--- src/verilog/gxp_pkg.sv ---
// Constants, state type and field layout of the port expander core
package gxp_pkg;

    // ****************************************************************
    // Widths and address
    // ****************************************************************
    localparam int         PORT_W    = 8;
    localparam int         SEL_MSB   = 1;
    localparam int         RW_BIT    = 0;
    localparam logic [5:0] ADDR_HI   = 6'h10;
    localparam logic [3:0] BYTE_BITS = 4'h8;
    localparam logic [3:0] CNT_ZERO  = 4'h0;
    localparam logic [3:0] CNT_STEP  = 4'h1;

    // ****************************************************************
    // Register selects and reset values
    // ****************************************************************
    localparam logic [1:0] REG_IN    = 2'h0;
    localparam logic [1:0] REG_OUT   = 2'h1;
    localparam logic [1:0] REG_INV   = 2'h2;
    localparam logic [1:0] REG_DIR   = 2'h3;
    localparam logic [7:0] OUT_RST   = 8'hff;
    localparam logic [7:0] INV_RST   = 8'h00;
    localparam logic [7:0] DIR_RST   = 8'hff;
    localparam logic [7:0] PTR_RST   = 8'h00;
    localparam logic [7:0] BYTE_ZERO = 8'h00;

    // ****************************************************************
    // Bus state machine
    // ****************************************************************
    typedef enum logic [2:0] {
        ST_IDLE,
        ST_ADDR,
        ST_ACK_A,
        ST_RX,
        ST_ACK_R,
        ST_TX,
        ST_MACK,
        ST_IGNORE
    } gxp_state_e;

endpackage

--- src/verilog/gxp_sync.sv ---
// Two flip-flop synchroniser for a group of outside levels
`timescale 1ns/1ps
module gxp_sync #(
    parameter int               WIDTH   = 1,
    parameter logic [WIDTH-1:0] RST_VAL = '0
) (
    // Clock and reset
    input  wire logic             i_clk,
    input  wire logic             i_reset,
    // Levels
    input  wire logic [WIDTH-1:0] i_d,
    output logic      [WIDTH-1:0] o_q
);

    // ****************************************************************
    // Per-bit chain; the first stage feeds only the second
    // ****************************************************************
    genvar g;
    generate
        for (g = 0; g < WIDTH; g = g + 1) begin : g_bit
            logic meta_q;
            logic sync_q;
            always_ff @(posedge i_clk) begin
                if (i_reset) begin
                    meta_q <= RST_VAL[g];
                    sync_q <= RST_VAL[g];
                end else begin
                    meta_q <= i_d[g];
                    sync_q <= meta_q;
                end
            end
            assign o_q[g] = sync_q;
        end
    endgenerate

endmodule

--- src/verilog/gxp_link_cond.sv ---
// Edge and start/stop detection on the synchronised serial lines
`timescale 1ns/1ps
module gxp_link_cond (
    // Clock and reset
    input  wire logic i_clk,
    input  wire logic i_reset,
    // Synchronised lines
    input  wire logic i_scl,
    input  wire logic i_sda,
    // Events, one cycle each
    output logic      o_scl_rise,
    output logic      o_scl_fall,
    output logic      o_start,
    output logic      o_stop
);

    logic scl_q;
    logic sda_q;

    // Idle bus is high on both lines
    always_ff @(posedge i_clk) begin
        if (i_reset) begin
            scl_q <= 1'b1;
            sda_q <= 1'b1;
        end else begin
            scl_q <= i_scl;
            sda_q <= i_sda;
        end
    end

    assign o_scl_rise = i_scl & ~scl_q;
    assign o_scl_fall = ~i_scl & scl_q;
    // Data moving while the clock stays high marks a frame boundary
    assign o_start = i_scl & scl_q & sda_q & ~i_sda;
    assign o_stop  = i_scl & scl_q & ~sda_q & i_sda;

endmodule

--- src/verilog/gxp_core.sv ---
// Register and serial bus core of the 8-bit port expander
`timescale 1ns/1ps
module gxp_core (
    // Clock and reset
    input  wire logic       i_clk,
    input  wire logic       i_reset,
    input  wire logic       i_reset_pin_n,
    // Address select strap
    input  wire logic       i_addr_sel,
    // Serial link
    input  wire logic       i_scl,
    input  wire logic       i_sda,
    output logic            o_sda_out,
    output logic            o_sda_oe,
    // Port pins
    input  wire logic [7:0] i_port,
    output logic      [7:0] o_port_out,
    output logic      [7:0] o_port_oe,
    // Interrupt, open drain
    output logic            o_irq_n_out,
    output logic            o_irq_n_oe
);

    // ****************************************************************
    // Input synchronisers
    // ****************************************************************
    logic [3:0]             bus_s;
    logic [7:0]             pin_s;
    logic                   rst_pin_n_s;
    logic                   addr_sel_s;
    logic                   scl_s;
    logic                   sda_s;
    logic                   rst;

    gxp_sync #(
        .WIDTH   (4),
        .RST_VAL (4'hf)
    ) u_sync_bus (
        .i_clk   (i_clk),
        .i_reset (i_reset),
        .i_d     ({i_reset_pin_n, i_addr_sel, i_scl, i_sda}),
        .o_q     (bus_s)
    );

    gxp_sync #(
        .WIDTH   (gxp_pkg::PORT_W),
        .RST_VAL (gxp_pkg::BYTE_ZERO)
    ) u_sync_pin (
        .i_clk   (i_clk),
        .i_reset (i_reset),
        .i_d     (i_port),
        .o_q     (pin_s)
    );

    assign rst_pin_n_s = bus_s[3];
    assign addr_sel_s  = bus_s[2];
    assign scl_s       = bus_s[1];
    assign sda_s       = bus_s[0];
    // Either reset source puts the core registers back to defaults; the synchronisers reset on i_reset only
    assign rst = i_reset | ~rst_pin_n_s;

    // ****************************************************************
    // Link events
    // ****************************************************************
    logic scl_rise;
    logic scl_fall;
    logic start;
    logic stop;

    gxp_link_cond u_cond (
        .i_clk      (i_clk),
        .i_reset    (rst),
        .i_scl      (scl_s),
        .i_sda      (sda_s),
        .o_scl_rise (scl_rise),
        .o_scl_fall (scl_fall),
        .o_start    (start),
        .o_stop     (stop)
    );

    // ****************************************************************
    // State and datapath registers
    // ****************************************************************
    gxp_pkg::gxp_state_e state_q;
    logic [3:0]          cnt_q;
    logic [7:0]          shift_q;
    logic [7:0]          tx_q;
    logic                rw_q;
    logic                first_q;
    logic                mack_q;
    logic                addressed_q;
    logic                sda_oe_q;
    logic [7:0]          ptr_q;
    logic [7:0]          out_latch_q;
    logic [7:0]          invert_q;
    logic [7:0]          dir_q;
    logic [7:0]          drive_q;
    logic [7:0]          ref_q;
    logic                irq_q;
    logic                pull_q;

    logic                byte_done;
    logic                addr_hit;
    logic [1:0]          sel;
    logic [7:0]          in_level;
    logic [7:0]          rd_data;
    logic                wr_stb;
    logic                ptr_stb;
    logic                rd_clear;
    logic                clear_ev;
    logic                pend;

    assign byte_done = scl_fall && (cnt_q == gxp_pkg::BYTE_BITS);
    assign addr_hit  = (shift_q[7:1] == {gxp_pkg::ADDR_HI, addr_sel_s});
    assign sel       = ptr_q[gxp_pkg::SEL_MSB:0];
    // Inversion only touches pins that are inputs
    assign in_level  = pin_s ^ (invert_q & dir_q);

    // ****************************************************************
    // Read data select
    // ****************************************************************
    always_comb begin
        case (sel)
            gxp_pkg::REG_IN:  rd_data = in_level;
            gxp_pkg::REG_OUT: rd_data = out_latch_q;
            gxp_pkg::REG_INV: rd_data = invert_q;
            default:          rd_data = dir_q;
        endcase
    end

    // ****************************************************************
    // Bus state machine
    // ****************************************************************
    always_ff @(posedge i_clk) begin
        if (rst) begin
            state_q <= gxp_pkg::ST_IDLE;
        end else if (start) begin
            state_q <= gxp_pkg::ST_ADDR;
        end else if (stop) begin
            state_q <= gxp_pkg::ST_IDLE;
        end else begin
            case (state_q)
                gxp_pkg::ST_ADDR: begin
                    if (byte_done) begin
                        state_q <= addr_hit ? gxp_pkg::ST_ACK_A
                                            : gxp_pkg::ST_IGNORE;
                    end
                end
                gxp_pkg::ST_ACK_A: begin
                    if (scl_fall) begin
                        state_q <= rw_q ? gxp_pkg::ST_TX : gxp_pkg::ST_RX;
                    end
                end
                gxp_pkg::ST_RX: begin
                    if (byte_done) begin
                        state_q <= gxp_pkg::ST_ACK_R;
                    end
                end
                gxp_pkg::ST_ACK_R: begin
                    // No byte count limit on writes
                    if (scl_fall) begin
                        state_q <= gxp_pkg::ST_RX;
                    end
                end
                gxp_pkg::ST_TX: begin
                    if (byte_done) begin
                        state_q <= gxp_pkg::ST_MACK;
                    end
                end
                gxp_pkg::ST_MACK: begin
                    if (scl_fall) begin
                        state_q <= mack_q ? gxp_pkg::ST_TX
                                          : gxp_pkg::ST_IGNORE;
                    end
                end
                default: begin
                end
            endcase
        end
    end

    // ****************************************************************
    // Bit counter and receive shifter
    // ****************************************************************
    always_ff @(posedge i_clk) begin
        if (rst || start) begin
            cnt_q <= gxp_pkg::CNT_ZERO;
        end else if (scl_rise && (state_q == gxp_pkg::ST_ADDR
                     || state_q == gxp_pkg::ST_RX
                     || state_q == gxp_pkg::ST_TX)) begin
            cnt_q <= cnt_q + gxp_pkg::CNT_STEP;
        end else if (scl_fall && (state_q == gxp_pkg::ST_ACK_A
                     || state_q == gxp_pkg::ST_ACK_R
                     || state_q == gxp_pkg::ST_MACK)) begin
            cnt_q <= gxp_pkg::CNT_ZERO;
        end
    end

    always_ff @(posedge i_clk) begin
        if (rst) begin
            shift_q <= gxp_pkg::BYTE_ZERO;
        end else if (scl_rise && (state_q == gxp_pkg::ST_ADDR
                     || state_q == gxp_pkg::ST_RX)) begin
            shift_q <= {shift_q[6:0], sda_s};
        end
    end

    // ****************************************************************
    // Transaction flags
    // ****************************************************************
    always_ff @(posedge i_clk) begin
        if (rst) begin
            rw_q        <= 1'b0;
            first_q     <= 1'b0;
            mack_q      <= 1'b0;
            addressed_q <= 1'b0;
        end else begin
            if (state_q == gxp_pkg::ST_ADDR && byte_done && addr_hit) begin
                rw_q        <= shift_q[gxp_pkg::RW_BIT];
                addressed_q <= 1'b1;
            end else if (stop) begin
                addressed_q <= 1'b0;
            end
            if (state_q == gxp_pkg::ST_ACK_A && scl_fall) begin
                first_q <= ~rw_q;
            end else if (state_q == gxp_pkg::ST_ACK_R && scl_rise) begin
                first_q <= 1'b0;
            end
            if (state_q == gxp_pkg::ST_MACK && scl_rise) begin
                mack_q <= ~sda_s;
            end
        end
    end

    // ****************************************************************
    // Data line drive (open drain, enable means pull low)
    // ****************************************************************
    always_ff @(posedge i_clk) begin
        if (rst || start || stop) begin
            sda_oe_q <= 1'b0;
        end else if (scl_fall) begin
            case (state_q)
                gxp_pkg::ST_ADDR: begin
                    if (byte_done && addr_hit) begin
                        sda_oe_q <= 1'b1;
                    end
                end
                gxp_pkg::ST_ACK_A: begin
                    sda_oe_q <= rw_q & ~rd_data[7];
                end
                gxp_pkg::ST_RX: begin
                    if (byte_done) begin
                        sda_oe_q <= 1'b1;
                    end
                end
                gxp_pkg::ST_TX: begin
                    sda_oe_q <= byte_done ? 1'b0 : ~tx_q[6];
                end
                gxp_pkg::ST_MACK: begin
                    sda_oe_q <= mack_q & ~rd_data[7];
                end
                default: begin
                    sda_oe_q <= 1'b0;
                end
            endcase
        end
    end

    // Transmit byte is captured when its first bit goes out
    always_ff @(posedge i_clk) begin
        if (rst) begin
            tx_q <= gxp_pkg::BYTE_ZERO;
        end else if (scl_fall && ((state_q == gxp_pkg::ST_ACK_A && rw_q)
                     || (state_q == gxp_pkg::ST_MACK && mack_q))) begin
            tx_q <= rd_data;
        end else if (scl_fall && state_q == gxp_pkg::ST_TX) begin
            tx_q <= {tx_q[6:0], 1'b0};
        end
    end

    // ****************************************************************
    // Registers written from the link
    // ****************************************************************
    assign ptr_stb = state_q == gxp_pkg::ST_ACK_R && scl_rise && first_q;
    assign wr_stb  = state_q == gxp_pkg::ST_ACK_R && scl_rise && !first_q;

    // Pointer survives across transactions so repeated reads need no command
    always_ff @(posedge i_clk) begin
        if (rst) begin
            ptr_q <= gxp_pkg::PTR_RST;
        end else if (ptr_stb) begin
            ptr_q <= shift_q;
        end
    end

    always_ff @(posedge i_clk) begin
        if (rst) begin
            out_latch_q <= gxp_pkg::OUT_RST;
        end else if (wr_stb && sel == gxp_pkg::REG_OUT) begin
            out_latch_q <= shift_q;
        end
    end

    always_ff @(posedge i_clk) begin
        if (rst) begin
            invert_q <= gxp_pkg::INV_RST;
        end else if (wr_stb && sel == gxp_pkg::REG_INV) begin
            invert_q <= shift_q;
        end
    end

    always_ff @(posedge i_clk) begin
        if (rst) begin
            dir_q <= gxp_pkg::DIR_RST;
        end else if (wr_stb && sel == gxp_pkg::REG_DIR) begin
            dir_q <= shift_q;
        end
    end

    // Pin drivers follow the direction one cycle later
    always_ff @(posedge i_clk) begin
        if (rst) begin
            drive_q <= ~gxp_pkg::DIR_RST;
        end else begin
            drive_q <= ~dir_q;
        end
    end

    // ****************************************************************
    // Interrupt
    // ****************************************************************
    // A changed input pin differs from the level seen at the last clear,
    // so a pin returning to that level clears it by itself.
    assign rd_clear = state_q == gxp_pkg::ST_MACK && scl_rise
                      && sel == gxp_pkg::REG_IN;
    assign clear_ev = rd_clear || (stop && addressed_q);
    assign pend     = |((pin_s ^ ref_q) & dir_q);

    // Change landing in the clear cycle itself may be missed
    always_ff @(posedge i_clk) begin
        if (rst || clear_ev) begin
            ref_q <= pin_s;
        end
    end

    always_ff @(posedge i_clk) begin
        if (rst) begin
            irq_q <= 1'b0;
        end else begin
            irq_q <= pend;
        end
    end

    always_ff @(posedge i_clk) begin
        if (rst) begin
            pull_q <= 1'b0;
        end else begin
            pull_q <= 1'b0;
        end
    end

    assign o_sda_out   = pull_q;
    assign o_sda_oe    = sda_oe_q;
    assign o_port_out  = out_latch_q;
    assign o_port_oe   = drive_q;
    assign o_irq_n_out = pull_q;
    assign o_irq_n_oe  = irq_q;
endmodule

--- config.mk ---
export PLATFORM = sky130hd
export DESIGN_NAME = gxp_core
export DESIGN_NICKNAME = d
export VERILOG_FILES = /design/src/verilog/gxp_pkg.sv /design/src/verilog/gxp_sync.sv /design/src/verilog/gxp_link_cond.sv /design/src/verilog/gxp_core.sv
export SDC_FILE = /design/constraint.sdc
export NUM_CORES = 1
export LEC_CHECK = 0
export BUFFER_PORTS_ARGS = -buffer_cell sky130_fd_sc_hd__buf_2
export CAP_MARGIN = 20
export CORE_ASPECT_RATIO = 1.5
export CORE_MARGIN = 1.5
export CORE_UTILIZATION = 30
export DETAILED_ROUTE_END_ITERATION = 8
export GPL_TIMING_DRIVEN = 0
export SYNTH_ARGS = -nofsm -noshare
export SYNTH_HDL_FRONTEND = slang
export SYNTH_SLANG_ARGS = --single-unit
--- constraint.sdc ---
create_clock -name i_clk -period 1.8 [get_ports i_clk]
set_input_delay 0.36 -clock i_clk [delete_from_list [all_inputs] [get_ports i_clk]]
set_output_delay 0.36 -clock i_clk [all_outputs]
set_load 0.02 [all_outputs]
==> results_dict.tcl <==
set metrics [dict create \
    coreArea_um2 12890 \
    clock_path_buffers 2 \
    clk-insertion-delay-late_ns 0.34 \
    synth_top_area_share_pct 44.77 \
    num_rows 51 \
    worstHoldPathCells 2 \
    setup_ws_ns -0.09935 \
    r2r_end "o_sda_oe$_SDFFE_PP0P_" \
    place_hpwl_um 7213 \
    cts.sinks 96 \
    irDropWorstVdd_v 0.0004204 \
    fill_cells 1296 \
    reg2reg_depth 5 \
    criticalPathCategory "reg -> reg" \
    startpoint_type "register" \
    drc 0 \
    grt_max_degree 16 \
    hold_start "i_scl" \
    rsz0062_at_grt "yes" \
    final_nets 487 \
    synth.distinct_cells 56 \
    report.final.hold_viol_count 0 \
    ys_seq_area_share_pct 50.87 \
    maxCapViolCount 0 \
    crit_path_end_kind "register" \
    grt_first_pass_wirelength_um 15620 \
    die_x_um 96.51 \
    synth-edff-count 8 \
    power_density_nw_per_um2 934.7 \
    setup_viol_count_final 2 \
    async_flop_share_pct 0 \
    syn_inst 420 \
    hold_buffers 0 \
    syn_avg_cell_area_um2 9.369 \
    ant_nets 0 \
    htreeDepth 3 \
    wire_per_inst_um 15.54 \
    synthTopCellsByArea "dfxtp_1, mux2i_1, edfxtp_1" \
    via_per_inst 4.972 \
    min_period_ns 1.899 \
    numPortBuffers 31 \
    die_area_um2 13830 \
    drt_iter0_markers 140 \
    initial_core_util_pct 30.53 \
    boundaryPins 34 \
    placed_cells 611 \
    netlist_area_um2 3935 \
    power_uw 4499 \
    fmaxAchievable_mhz 526.5 \
    synth_largest_area_cell "dfxtp_1" \
    mostFrequentLayoutCell "dfxtp_1" \
    path_max_fanout 2 \
    routabilityCongestion 0.8781 \
    layout-drive-gt1-share_pct 21.22 \
    violations "negative setup slack" \
    report.final.slew_viol_count 0 \
    fin_tns_setup_ns -0.1915 \
    grt_use_total_pct 15.29 \
    worstPathRequired_ns 2.00 \
    worst_pin_slew_ns 0.6482 \
    worstPathArrival_ns 2.10 \
    synth-main-ff-cell "dfxtp_1" \
    fin_worst_skew_ns 0.009397 \
    r2r_start "shift_q[2]$_SDFFE_PP0P_" \
    status "complete, but fails checks" \
    p_leak_uw 0.001818 \
    grt_overflow_total 0 \
    die_y_um 143.3 \
    instances_no_fill 635 \
    hp-class "in -> reg" \
    numCtsBuffers 9 \
    clkTransAtPathRegs_ns 0.07 \
    insertedDiodeCount 0 \
    finalCritPeriodShare_pct 105.5 \
    maxSlewHeadroom_pct 56.33 \
    firstDrtPassIters 4 \
    grt_pass1_vias 3034 \
    tritoncts "yes" \
    final_cell_mix "dfxtp_1, nand2_1, nor2_1, buf_2, a21oi_1" \
    ys_ff_latch 96 \
    antenna_found_initial 0 \
    cts-root-buf "clkbuf_16" \
    r2r_slack_ns -0.1 \
    drt-total-wl_um 9869 \
    area_growth_syn_to_layout_pct 22.32 \
    vias 3157 \
    hold-path-endpoint "u_sync_bus.g_bit[1].meta_q$_SDFF_PP1_" \
    yosysWarningCount 0 \
]
[routing by layer]
metal	up-vias	GRT usage, %	share of wire, %
li1	1571	-	-
met4	0	9.382	4.7
met2	92	26.39	52
met5	-	0	0
met3	27	3.834	4.4
met1	1467	16.25	39
[synth_stat cells, types with 2 or more instances]
cell	n
dfxtp_1	88
nand2_1	53
nor2_1	34
a21oi_1	31
mux2i_1	25
nor2b_1	21
clkbuf_1	16
inv_1	13
o21ai_0	12
a31oi_1	10
or2_2	10
xor2_1	10
edfxtp_1	8
nand2b_1	8
o221ai_1	8
and2_1	6
o211ai_1	6
a22oi_1	5
nand3_1	4
nor3_1	4
and3_1	3
a21oi_2	2
and4_1	2
buf_4	2
ha_1	2
nand3b_1	2
nand4_1	2
nand4b_1	2
o2111ai_1	2
o21a_1	2
or4b_1	2
[worst max-delay path by stage]
stage / depth (start not counted) / to / from
CTS: 5 / o_sda_oe$_SDFFE_PP0P_ / shift_q[2]$_SDFFE_PP0P_
global route: 5 / rw_q$_SDFFE_PP0P_ / shift_q[2]$_SDFFE_PP0P_
floorplan: 5 / o_sda_oe$_SDFFE_PP0P_ / shift_q[7]$_SDFFE_PP0P_
finish: 5 / o_sda_oe$_SDFFE_PP0P_ / shift_q[2]$_SDFFE_PP0P_
detailed placement: 4 / ref_q[2]$_DFFE_PP_ / i_reset
global placement: 4 / ref_q[1]$_DFFE_PP_ / i_reset
[through the flow]
stage	area, um^2	hold WS (ns)	utilization (%)	setup WS (ns)
floorplan	3939	0.3895	-	0.01025
global placement	4293	0.3921	33.30	-0.5073
detailed placement	4293	0.3923	33.30	-0.5523
CTS	4778	0.1850	37.07	-0.1029
global route	4813	0.1874	37.34	-0.1587
finish	4813	0.1954	37.34	-0.09935
[critical path, stage by stage, from the launching register on]
cell and delay [ns]:
dfxtp_4 0.35, or4b_4 0.52, or4b_4 0.54, a21oi_4 0.15, nand2b_4 0.15, a21oi_2 0.05
[final cells by class]
cell class | instances | area [um^2] | share of cell area (%)
Tap cell | 159 | 198.9 | 4.133
Inverter | 14 | 56.30 | 1.170
Buffer | 19 | 92.59 | 1.924
Multi-Input combinational cell | 291 | 1874 | 38.94
Sequential cell | 96 | 2016 | 41.88
Clock inverter | 4 | 73.82 | 1.534
Timing Repair Buffer | 40 | 235.2 | 4.887
Clock buffer | 12 | 266.5 | 5.537
[sequential cells by signal, summed over array words and instances, names as in the netlist, 7 cells and up]
register / flops
invert_q: 8
u_sync_pin.g_bit.meta_q: 8
o_port_out: 8
o_port_oe: 8
tx_q: 7
ref_q: 8
u_sync_pin.g_bit.sync_q: 8
shift_q: 8
dir_q: 8
[cell families after synthesis]
group                    synth area share, %
AO/OA/AOI/OAI                          14.31
XOR/XNOR                               2.448
adder cells (fa/ha/maj)               0.6358
buffers and inverters                  3.497
flip-flops                             50.87
multiplexers                           6.645
other                                0.09530
AND/OR/NAND/NOR                        21.50
[where the power goes]
group,leakage [uW],switching (uW),internal [uW]
logic,0.000849,99.5,68.6
clock network,0.000169,777,1330
registers,0.000800,28.9,2190
total,0.00182,905,3590
[timing repair]
item,4_1_cts,5_1_grt
gates resized for setup,19,18
endpoints found under the setup margin,51,44
pin swaps,4,5
buffers inserted,9,0
Power figures use the tool's default switching activity.
